File: src/include/acw_pkg.sv
// Constants for the converter control and window detector block.
package acw_pkg;
	// Register addresses on the special-function register bus.
	localparam logic [7:0] ADDR_CN = 8'he8;
	localparam logic [7:0] ADDR_CF = 8'hbc;
	localparam logic [7:0] ADDR_RES_H = 8'hbe;
	localparam logic [7:0] ADDR_RES_L = 8'hbd;
	localparam logic [7:0] ADDR_GT_H = 8'hc4;
	localparam logic [7:0] ADDR_GT_L = 8'hc3;
	localparam logic [7:0] ADDR_LT_H = 8'hc6;
	localparam logic [7:0] ADDR_LT_L = 8'hc5;
	// Reset values.
	localparam logic [7:0] RST_CN = 8'h00;
	localparam logic [7:0] RST_CF = 8'hf8;
	localparam logic [15:0] RST_GT = 16'hffff;
	localparam logic [15:0] RST_LT = 16'h0000;
	// Control and status bit positions.
	localparam int BIT_EN = 7;
	localparam int BIT_TM = 6;
	localparam int BIT_DONE = 5;
	localparam int BIT_BUSY = 4;
	localparam int BIT_WIN = 3;
	localparam int CM_HI = 2;
	// Configuration field positions.
	localparam int DIV_HI = 7;
	localparam int DIV_LO = 3;
	localparam int BIT_LJST = 2;
	// Start source codes.
	localparam logic [2:0] CM_WRITE = 3'h0;
	localparam logic [2:0] CM_TMR_A = 3'h1;
	localparam logic [2:0] CM_TMR_B = 3'h2;
	localparam logic [2:0] CM_TMR_C = 3'h3;
	localparam logic [2:0] CM_EXT = 3'h4;
	localparam logic [2:0] CM_TMR_D = 3'h5;
	// Phase lengths in conversion clocks.
	localparam logic [3:0] TRACK_CLKS = 4'h3;
	localparam logic [3:0] CONV_CLKS = 4'ha;
	typedef enum logic [2:0] {
		ST_IDLE = 3'b001,
		ST_TRACK = 3'b010,
		ST_CONV = 3'b100
	} acw_state_t;
endpackage

File: src/verilog/acw_adc_ctrl.sv
// Converter start, timing, result and window-compare control.
`timescale 1ns/1ps
// Notes on behaviour
// - Every finished result compared against limits automatically
// - Window flag pollable and offered as interrupt
// - Two 16-bit limits, high and low bytes
// - Limit order alone picks inside or outside
// - Single-ended results compare as unsigned
// - Inside window: strictly above and strictly below
// - Outside window: strictly beyond either bound
// - Differential results are two's complement
// - Differential comparisons are signed
// - Conversion clock is system clock over divider+1
// - Justify bit picks right or left placement
// - Conversion lasts ten conversion clocks
module acw_adc_ctrl
	import acw_pkg::*;
#(
	parameter int RES_W = 10
) (
	// Clock and reset.
	input wire logic clk_in,
	input wire logic rst_n_in,
	// Special-function register bus.
	input wire logic [7:0] sfr_addr_in,
	input wire logic sfr_wr_in,
	input wire logic [7:0] sfr_wdata_in,
	output logic [7:0] sfr_rdata_out,
	// Start sources.
	input wire logic [3:0] timer_ovf_in,
	input wire logic external_start_pin_in,
	// Converter core.
	input wire logic diff_mode_in,
	input wire logic [RES_W-1:0] sar_result_in,
	output logic track_out,
	output logic convert_out,
	// Flags for the interrupt controller.
	output logic conversion_done_out,
	output logic window_match_out
);
	localparam int PAD = 16 - RES_W;

	acw_state_t state_q, state_d;
	logic [7:0] cn_q, cf_q, rdata_q;
	logic [15:0] gt_q, lt_q, res_q;
	logic [4:0] div_cnt_q;
	logic [3:0] phase_q;
	logic done_q, win_q, ext_q, track_q, convert_q;

	// Register writes.
	wire wr_cn = sfr_wr_in && sfr_addr_in == ADDR_CN;
	wire wr_cf = sfr_wr_in && sfr_addr_in == ADDR_CF;
	wire wr_gth = sfr_wr_in && sfr_addr_in == ADDR_GT_H;
	wire wr_gtl = sfr_wr_in && sfr_addr_in == ADDR_GT_L;
	wire wr_lth = sfr_wr_in && sfr_addr_in == ADDR_LT_H;
	wire wr_ltl = sfr_wr_in && sfr_addr_in == ADDR_LT_L;

	wire conv_en = cn_q[BIT_EN];
	wire low_power = cn_q[BIT_TM];
	wire [2:0] cm = cn_q[CM_HI:0];
	wire [4:0] div_val = cf_q[DIV_HI:DIV_LO];
	wire left_just = cf_q[BIT_LJST];
	wire idle = state_q == ST_IDLE;

	// Start trigger selection; codes 6 and 7 start nothing.
	wire busy_wr1 = wr_cn && sfr_wdata_in[BIT_BUSY];
	wire ext_rise = external_start_pin_in && !ext_q;
	wire trig = (cm == CM_WRITE) ? busy_wr1 :
		(cm == CM_TMR_A) ? timer_ovf_in[0] :
		(cm == CM_TMR_B) ? timer_ovf_in[1] :
		(cm == CM_TMR_C) ? timer_ovf_in[2] :
		(cm == CM_EXT) ? ext_rise :
		(cm == CM_TMR_D) ? timer_ovf_in[3] : 1'b0;
	wire start = idle && conv_en && trig;

	// The divider restarts with each start so the first period is full length.
	wire sar_tick = div_cnt_q == div_val;
	wire track_end = state_q == ST_TRACK && sar_tick && phase_q == TRACK_CLKS - 4'h1;
	wire finish = state_q == ST_CONV && sar_tick && phase_q == CONV_CLKS - 4'h1;

	// Result formatting and window comparison on the fresh sample.
	wire [15:0] word_r = diff_mode_in ? {{PAD{sar_result_in[RES_W-1]}}, sar_result_in} :
		{{PAD{1'b0}}, sar_result_in};
	wire [15:0] word = left_just ? {sar_result_in, {PAD{1'b0}}} : word_r;
	wire above_gt = diff_mode_in ? $signed(word) > $signed(gt_q) : word > gt_q;
	wire below_lt = diff_mode_in ? $signed(word) < $signed(lt_q) : word < lt_q;
	wire inside_mode = diff_mode_in ? $signed(lt_q) > $signed(gt_q) : lt_q > gt_q;
	wire win_hit = inside_mode ? (above_gt && below_lt) : (above_gt || below_lt);

	// Normal mode tracks whenever enabled and not converting.
	wire track_d = state_d == ST_TRACK || (!low_power && conv_en && state_d == ST_IDLE);

	wire [7:0] cn_rd = {cn_q[7:6], done_q, !idle, win_q, cm};
	wire [7:0] rd_mux = (sfr_addr_in == ADDR_CN) ? cn_rd :
		(sfr_addr_in == ADDR_CF) ? {cf_q[7:2], 2'h0} :
		(sfr_addr_in == ADDR_RES_H) ? res_q[15:8] :
		(sfr_addr_in == ADDR_RES_L) ? res_q[7:0] :
		(sfr_addr_in == ADDR_GT_H) ? gt_q[15:8] :
		(sfr_addr_in == ADDR_GT_L) ? gt_q[7:0] :
		(sfr_addr_in == ADDR_LT_H) ? lt_q[15:8] :
		(sfr_addr_in == ADDR_LT_L) ? lt_q[7:0] : 8'h00;

	always_comb begin
		state_d = state_q;
		case (state_q)
			ST_IDLE: begin
				if (start) begin
					state_d = low_power ? ST_TRACK : ST_CONV;
				end
			end
			ST_TRACK: begin
				if (track_end) begin
					state_d = ST_CONV;
				end
			end
			ST_CONV: begin
				if (finish) begin
					state_d = ST_IDLE;
				end
			end
			default: state_d = ST_IDLE;
		endcase
		if (!conv_en) begin
			state_d = ST_IDLE;
		end
	end

	always_ff @(posedge clk_in) begin
		if (!rst_n_in) begin
			state_q <= ST_IDLE;
			div_cnt_q <= 5'h00;
			phase_q <= 4'h0;
		end else begin
			state_q <= state_d;
			div_cnt_q <= (start || sar_tick) ? 5'h00 : div_cnt_q + 5'h01;
			if (start || track_end || finish) begin
				phase_q <= 4'h0;
			end else if (sar_tick && !idle) begin
				phase_q <= phase_q + 4'h1;
			end
		end
	end

	always_ff @(posedge clk_in) begin
		if (!rst_n_in) begin
			cn_q <= RST_CN;
			cf_q <= RST_CF;
			gt_q <= RST_GT;
			lt_q <= RST_LT;
		end else begin
			if (wr_cn) begin
				cn_q <= sfr_wdata_in;
			end
			if (wr_cf) begin
				cf_q <= sfr_wdata_in;
			end
			if (wr_gth) begin
				gt_q[15:8] <= sfr_wdata_in;
			end
			if (wr_gtl) begin
				gt_q[7:0] <= sfr_wdata_in;
			end
			if (wr_lth) begin
				lt_q[15:8] <= sfr_wdata_in;
			end
			if (wr_ltl) begin
				lt_q[7:0] <= sfr_wdata_in;
			end
		end
	end

	// A flag event in the same cycle as a software clear keeps the flag set.
	always_ff @(posedge clk_in) begin
		if (!rst_n_in) begin
			done_q <= 1'b0;
			win_q <= 1'b0;
			res_q <= 16'h0000;
		end else begin
			done_q <= finish || (wr_cn ? sfr_wdata_in[BIT_DONE] : done_q);
			win_q <= (finish && win_hit) ||
				(wr_cn ? sfr_wdata_in[BIT_WIN] : win_q);
			if (finish) begin
				res_q <= word;
			end
		end
	end

	always_ff @(posedge clk_in) begin
		if (!rst_n_in) begin
			ext_q <= 1'b0;
			track_q <= 1'b0;
			convert_q <= 1'b0;
			rdata_q <= 8'h00;
		end else begin
			ext_q <= external_start_pin_in;
			track_q <= track_d;
			convert_q <= state_d == ST_CONV;
			rdata_q <= rd_mux;
		end
	end

	assign sfr_rdata_out = rdata_q;
	assign track_out = track_q;
	assign convert_out = convert_q;
	assign conversion_done_out = done_q;
	assign window_match_out = win_q;

	// Separate count of conversion clocks, kept apart from phase_q so the length check is not
	// derived from the counter it guards.
	logic [3:0] conv_ticks_q;
	always_ff @(posedge clk_in) begin
		if (!rst_n_in || state_q != ST_CONV) begin
			conv_ticks_q <= 4'h0;
		end else if (sar_tick) begin
			conv_ticks_q <= conv_ticks_q + 4'h1;
		end
	end
endmodule

File: config.mk
export PLATFORM = sky130hd
export DESIGN_NAME = acw_adc_ctrl
export DESIGN_NICKNAME = d
export VERILOG_FILES = /design/src/include/acw_pkg.sv /design/src/verilog/acw_adc_ctrl.sv
export SDC_FILE = /design/constraint.sdc
export NUM_CORES = 1
export LEC_CHECK = 0
export ABC_AREA = 0
export CAP_MARGIN = 15
export CORE_ASPECT_RATIO = 0.7
export CORE_UTILIZATION = 45
export CTS_CLUSTER_DIAMETER = 150
export DETAILED_ROUTE_END_ITERATION = 12
export DONT_BUFFER_PORTS = 1
export SLEW_MARGIN = 10
export SYNTH_ARGS = -nofsm -noshare
export SYNTH_HDL_FRONTEND = slang
export SYNTH_SLANG_ARGS = --single-unit
File: constraint.sdc
create_clock -name clk_in -period 3.38 [get_ports clk_in]
set_clock_uncertainty 0.15 [all_clocks]
set_input_delay 0.169 -clock clk_in [delete_from_list [all_inputs] [get_ports clk_in]]
set_output_delay 0.169 -clock clk_in [all_outputs]
set_load 0.02 [all_outputs]
==> impl_metrics.tcl, run 1 <==
set metrics [dict create \
    dp.cells 744 \
    setup_total_negative_slack_ps 0 \
    htree_num_levels 3 \
    path_class "flip-flop to flip-flop" \
    crit_chain "a21oi_1, a21oi_1, ha_1, a21oi_1, nand2_1, a211oi_1, a21oi_1, nor2_1, o211ai_1, a21oi_1" \
    grt_max_degree 48 \
    place_area_mm2 0.005134 \
    drt-total-wl_mm 16.65 \
    syn_inst 615 \
    hp-class "primary input to flip-flop" \
    synth_top_area_cell "dfxtp_1" \
    synth_commonest_cells "84 x dfxtp_1, 78 x nand2_1, 51 x ha_1, 51 x nor2_1" \
    power_frac_seq 0.431 \
    status "finished, final reports clean" \
    cts_buffers 9 \
    end_kind "flip-flop" \
    timing.rr.end "window_match_out" \
    yosysSeqAreaShare 0.3359 \
    p_sw_uw 535.4 \
    ant_nets 0 \
    path_common_cell "a21oi_1" \
    area_growth_pct 13.92 \
    synth.avg_cell_area_um2 8.140 \
    rows 31 \
    required_ps 3510 \
    gp_congestion 0.9307 \
    slew_headroom 0.2014 \
    powerDensity_mw_per_mm2 406.6 \
    grt_pass1_vias 4217 \
    drv_slew 0 \
    period_share 0.8597 \
    netSwitchingFraction 0.2309 \
    postLayoutSetupSlackWorst_ps 474.2 \
    io_pins 47 \
    slowest_delay_ps 790 \
    wire_per_inst_um 21.26 \
    via_per_inst 5.920 \
    reg2reg_depth 10 \
    hold_depth 4 \
    synthArstFlopShare 0 \
    final_area_mm2 0.005703 \
    synth.most_common_cell "dfxtp_1" \
    port_buffers 0 \
    synth-edff-count 0 \
    gr-total-overflow 0 \
    grt_pass1_wl_mm 25.41 \
    rsz0062_at_grt "false" \
    synth_cell_types 52 \
    timing.final.crit_period_ps 2906 \
    path_delay_family "compound AO/OA/AOI/OAI gates" \
    seq_area_mm2 0.001682 \
    arrival_ps 3030 \
    fin_cells 783 \
    cts.clk_slew.worst_paths_ps 70 \
    cts_num_sinks 84 \
    clkPwrFrac 0.502 \
    drc 0 \
    cap_violations 0 \
    fillers 1033 \
    cp_num_buf_inv 0 \
    holdPathEnd "res_q[5]" \
    die_x_um 128.1 \
    critPathLaunch "cf_q[2]" \
    drt_iter0_markers 509 \
    synth.cell_area_mm2 0.005006 \
    intPower_uw 1783 \
    cpMaxStageDelayCell "dfxtp_1" \
    antenna_found_initial 3 \
    rrSetupSlack_ps 470 \
    die_area_mm2 0.01156 \
    yosys.area.top_type_share 0.3359 \
    combPwrFrac 0.067 \
    final_util 0.5386 \
    ys_ff_latch 84 \
    dp_hpwl_mm 12.32 \
    insertion_delay_ps 340 \
    drtPass1Iterations 6 \
    multi_input_area_mm2 0.003019 \
    yosys-top-cells-area "dfxtp_1 34%, ha_1 13%, nand2_1 5.8%" \
    cts_max_path_buffers 2 \
    nets 715 \
    die_h_um 90.25 \
    cts-root-buf "clkbuf_16" \
    cp_max_fo 22 \
    fmax_mhz 344.1 \
    hold_viol 0 \
    drive_above_1_share 0.06467 \
    syn_nets 701 \
    dr_total_vias 4635 \
    coreArea_mm2 0.01059 \
    pre_cts_ws_ps 559.7 \
    worst_pin_slew_ps 1194 \
    ys.warnings.count 0 \
    vdd_drop_max_v 0.0003012 \
    tritoncts "built" \
    critPathLaunchType "flip-flop" \
    hold_path.startpoint "sar_result_in[5]" \
    r2r-start "cf_q[2]" \
    finalSetupViolations 0 \
    leakage_uw 0.002261 \
    start_util 0.4728 \
    ys.flop_type "dfxtp_1" \
    track_usage 0.2971 \
]
## layout by cell type, fill, tap and decap left out, drive strengths merged, types with 9 or more instances in the layout
cell and count:
dfxtp 84, nand2 78, nor2 52, ha 51, inv 50, a21oi 48
nand3 27, mux2i 23, o21ai 23, dlygate4sd3 22, o211ai 18, xor2 10
nand4 10, a22oi 9, a211oi 9, clkbuf 9, buf 9
## metrics by stage
stage	total power (uW)	hold WS, ps
2_1_floorplan	1124	140.7
3_3_place_gp	1137	103.2
3_5_place_dp	1139	103.8
4_1_cts	2328	0.2343
5_1_grt	2382	25.81
6_report	2319	9.511
## routing by layer
layer,GRT usage,wire [um],vias up
met5,0,11,-
met4,0.06275,183,2
met3,0.06845,1391,22
met2,0.4171,6754,177
met1,0.4533,8303,2218
li1,-,-,2216
## registers in the layout, indices dropped and copies added, names as in the netlist
name                 flops
res_q                   16
cf_q                     6
cn_q                     5
convert_out              1
window_match_out         1
conversion_done_out      1
ext_q                    1
div_cnt_q                5
lt_q                    16
phase_q                  4
gt_q                    16
sfr_rdata_out            8
state_q                  3
track_out                1
## cell families after synthesis
family	synth area share
DFF	0.3359
and+or+nand+nor	0.2067
muxes	0.06174
xor gates and xnor gates	0.02624
buffers and inverters	0.06098
adders and majority gates	0.1275
AOI/OAI and AO/OA	0.1810
## layout make-up
type / count / share of cell area
multi-input combinational: 455 / 0.5294
sequential: 84 / 0.2949
timing repair buffer: 31 / 0.05046
clock buffer: 9 / 0.03949
tap: 148 / 0.03247
inverter: 48 / 0.03159
clock inverter: 7 / 0.02128
antenna: 1 / 0.0004388
## tightest hold or removal path, delay by kind of cell
family	cells	cell delay (ps)
AND/OR/NAND/NOR	2	160
AO/OA/AOI/OAI	1	60
buffers and inverters	1	70
## repair_timing
| item | in CTS | in global routing |
|---|---|---|
| hold buffers | 22 | 0 |
| buffers inserted | 0 | 0 |
| resized for setup | 0 | 0 |
| endpoints found under the hold margin | 61 | 0 |
## how the worst max path moves through the flow
stage,to,slack (ps),cells past startpoint
global route,window_match_out,260,10
CTS,window_match_out,510,10
global placement,window_match_out,680,9
finish,window_match_out,470,10
detailed placement,window_match_out,560,10
floorplan,window_match_out,1030,10
## power by group through the flow
| stage | Sequential [uW] | Combinational [uW] | Clock (uW) |
|---|---|---|---|
| final | 1000 | 154 | 1160 |
| after floorplan | 1020 | 102 | 0 |
| after global placement | 1020 | 114 | 0 |
| after CTS | 1000 | 151 | 1180 |
| after global routing | 1000 | 168 | 1210 |
| after detailed placement | 1020 | 116 | 0 |
Note: power is estimated with default switching activity, not from simulation.
==> run 2, diff against run 1 <==
clock period = 2.6 ns   (was 3.38 ns; I/O delays follow)
==> run 2 against run 1 <==
- power grew 25%
- clock power rose by 20%
- count of clock-buffer cells in the layout grew 1
- flip-flop and latch count unchanged
- largest power group unchanged
==> impl_metrics.tcl, run 2 (synthesis gave the netlist of run 1 again) <==
set metrics [dict create \
    grt_pass1_vias 4481 \
    insertion_delay_ps 350 \
    coreArea_mm2 0.01059 \
    r2r-start "cf_q[2]" \
    top_layer "met5" \
    rows 31 \
    via_per_inst 5.990 \
    cpMaxStageDelayCell "dfxtp_2" \
    cts_num_sinks 84 \
    slew_headroom 0.2229 \
    status "finished, final reports clean" \
    ant_nets 0 \
    gp_congestion 1.013 \
    cts.clk_slew.worst_paths_ps 70 \
    rsz0062_at_grt "false" \
    die_area_mm2 0.01156 \
    fillers 982 \
    cap_violations 0 \
    port_buffers 0 \
    critPathLaunch "cf_q[2]" \
    drtPass1Iterations 6 \
    htree_num_levels 3 \
    critPathLaunchType "flip-flop" \
    hold_viol 0 \
    die_h_um 90.25 \
    tritoncts "built" \
    required_ps 2690 \
    pre_cts_ws_ps 186.8 \
    cts-root-buf "clkbuf_16" \
    grt_max_degree 47 \
    met2WireLength_mm 6.772 \
    drt_iter0_markers 562 \
    path_class "flip-flop to flip-flop" \
    drc 0 \
    arrival_ps 2440 \
    multi_input_area_mm2 0.003023 \
    final_cell_mix "83 x dfxtp_1, 78 x nand2_1, 51 x nor2_1, 51 x ha_1, 48 x inv_1" \
    path_common_cell "a21oi_1" \
    setup_total_negative_slack_ps 0 \
    wire_per_inst_um 21.20 \
    dp_hpwl_mm 12.25 \
    wl_met1_mm 7.905 \
    finalSetupViolations 0 \
    final_common_cell "dfxtp_1" \
    die_x_um 128.1 \
    wl_met3_mm 1.837 \
    drv_slew 0 \
    drive_above_1_share 0.07895 \
    drt-total-wl_mm 16.84 \
    fmax_mhz 425.9 \
    place_area_mm2 0.005209 \
    crit_chain "mux2_2, ha_1, nand4_1, a211oi_1, o41ai_1, a21oi_1, nor2_1, o211ai_1, a21oi_1" \
    io_pins 47 \
    nets 729 \
    timing.final.crit_period_ps 2348 \
    powerDensity_mw_per_mm2 502.2 \
    worst_pin_slew_ps 1166 \
    end_kind "flip-flop" \
    area_growth_pct 15.67 \
    cts_buffers 9 \
    gr-total-overflow 0 \
    cts_max_path_buffers 2 \
    top_regs "gt_q: 16 flops, lt_q: 16 flops, res_q: 16 flops" \
    start_util 0.4728 \
    track_usage 0.3010 \
    cp_max_fo 11 \
    final_area_mm2 0.005791 \
    n_antenna_cell 0 \
    seq_area_mm2 0.001683 \
    vdd_drop_max_v 0.0003635 \
    dr_total_vias 4756 \
    period_share 0.9031 \
    grt_pass1_wl_mm 25.54 \
    antenna_found_initial 2 \
    hp-class "primary input to flip-flop" \
    hold_path.startpoint "sfr_wdata_in[4]" \
    slowest_delay_ps 440 \
    postLayoutSetupSlackWorst_ps 252.0 \
    leakage_uw 0.002313 \
]
## run 2: cell types whose count changed in the layout (fill, tap and decap cells not counted), moves of 2 or more
cell,previous run,this run
inv_6,2,0
dlygate4sd3_1,22,25
buf_4,9,19
clkinvlp_4,0,2
## run 2: layout make-up
cell class                 instances  share of cell area
multi-input combinational        455              0.5220
tap                              148             0.03198
inverter                          48             0.03112
sequential                        84              0.2906
timing repair buffer              45             0.07001
clock inverter                     4             0.01296
clock buffer                      10             0.04127
## run 2: per-stage QoR
stage	instances	hold slack (ps)	util	power [uW]
6_report	794	4.804	0.5469	2908
4_1_cts	794	2.077	0.5461	2904
3_5_place_dp	754	63.14	0.4919	1486
3_3_place_gp	754	64.03	0.4919	1482
2_1_floorplan	615	101.7	-	1461
5_1_grt	794	32.70	0.5469	2993
## run 2: critical path, delay by kind of cell (launching register included)
family	cells	cell delay (ps)
AOI/OAI and AO/OA	5	740
adders and majority gates	1	300
and+or+nand+nor	2	210
DFF	1	440
muxes	1	400
## run 2: path summary, 6_finish.rpt
path,slack (ps),endpoint,depth (start not counted)
worst max-delay path,250,window_match_out,9
worst min-delay path,5,state_q[1],4
worst max register to register,250,window_match_out,9
worst min register to register,310,res_q[2],2
## run 2: layer usage
metal  vias to the layer above  global-route usage
li1                       2234                   -
met1                      2245              0.4392
met2                       247              0.4221
met3                        28             0.08631
met4                         2             0.09020
met5                         -                   0
## run 2: what timing repair did
action,in CTS,in global routing
endpoints found under the hold margin,71,0
setup endpoints to repair,0,2
hold buffers,26,0
setup buffers,0,0
resized for setup,0,3
## run 2: power by group
| part | switching, uW | internal [uW] | leakage, uW |
|---|---|---|---|
| clock | 535 | 857 | 0.000147 |
| combinational | 126 | 89.2 | 0.00149 |
| sequential | 7.38 | 1290 | 0.000679 |
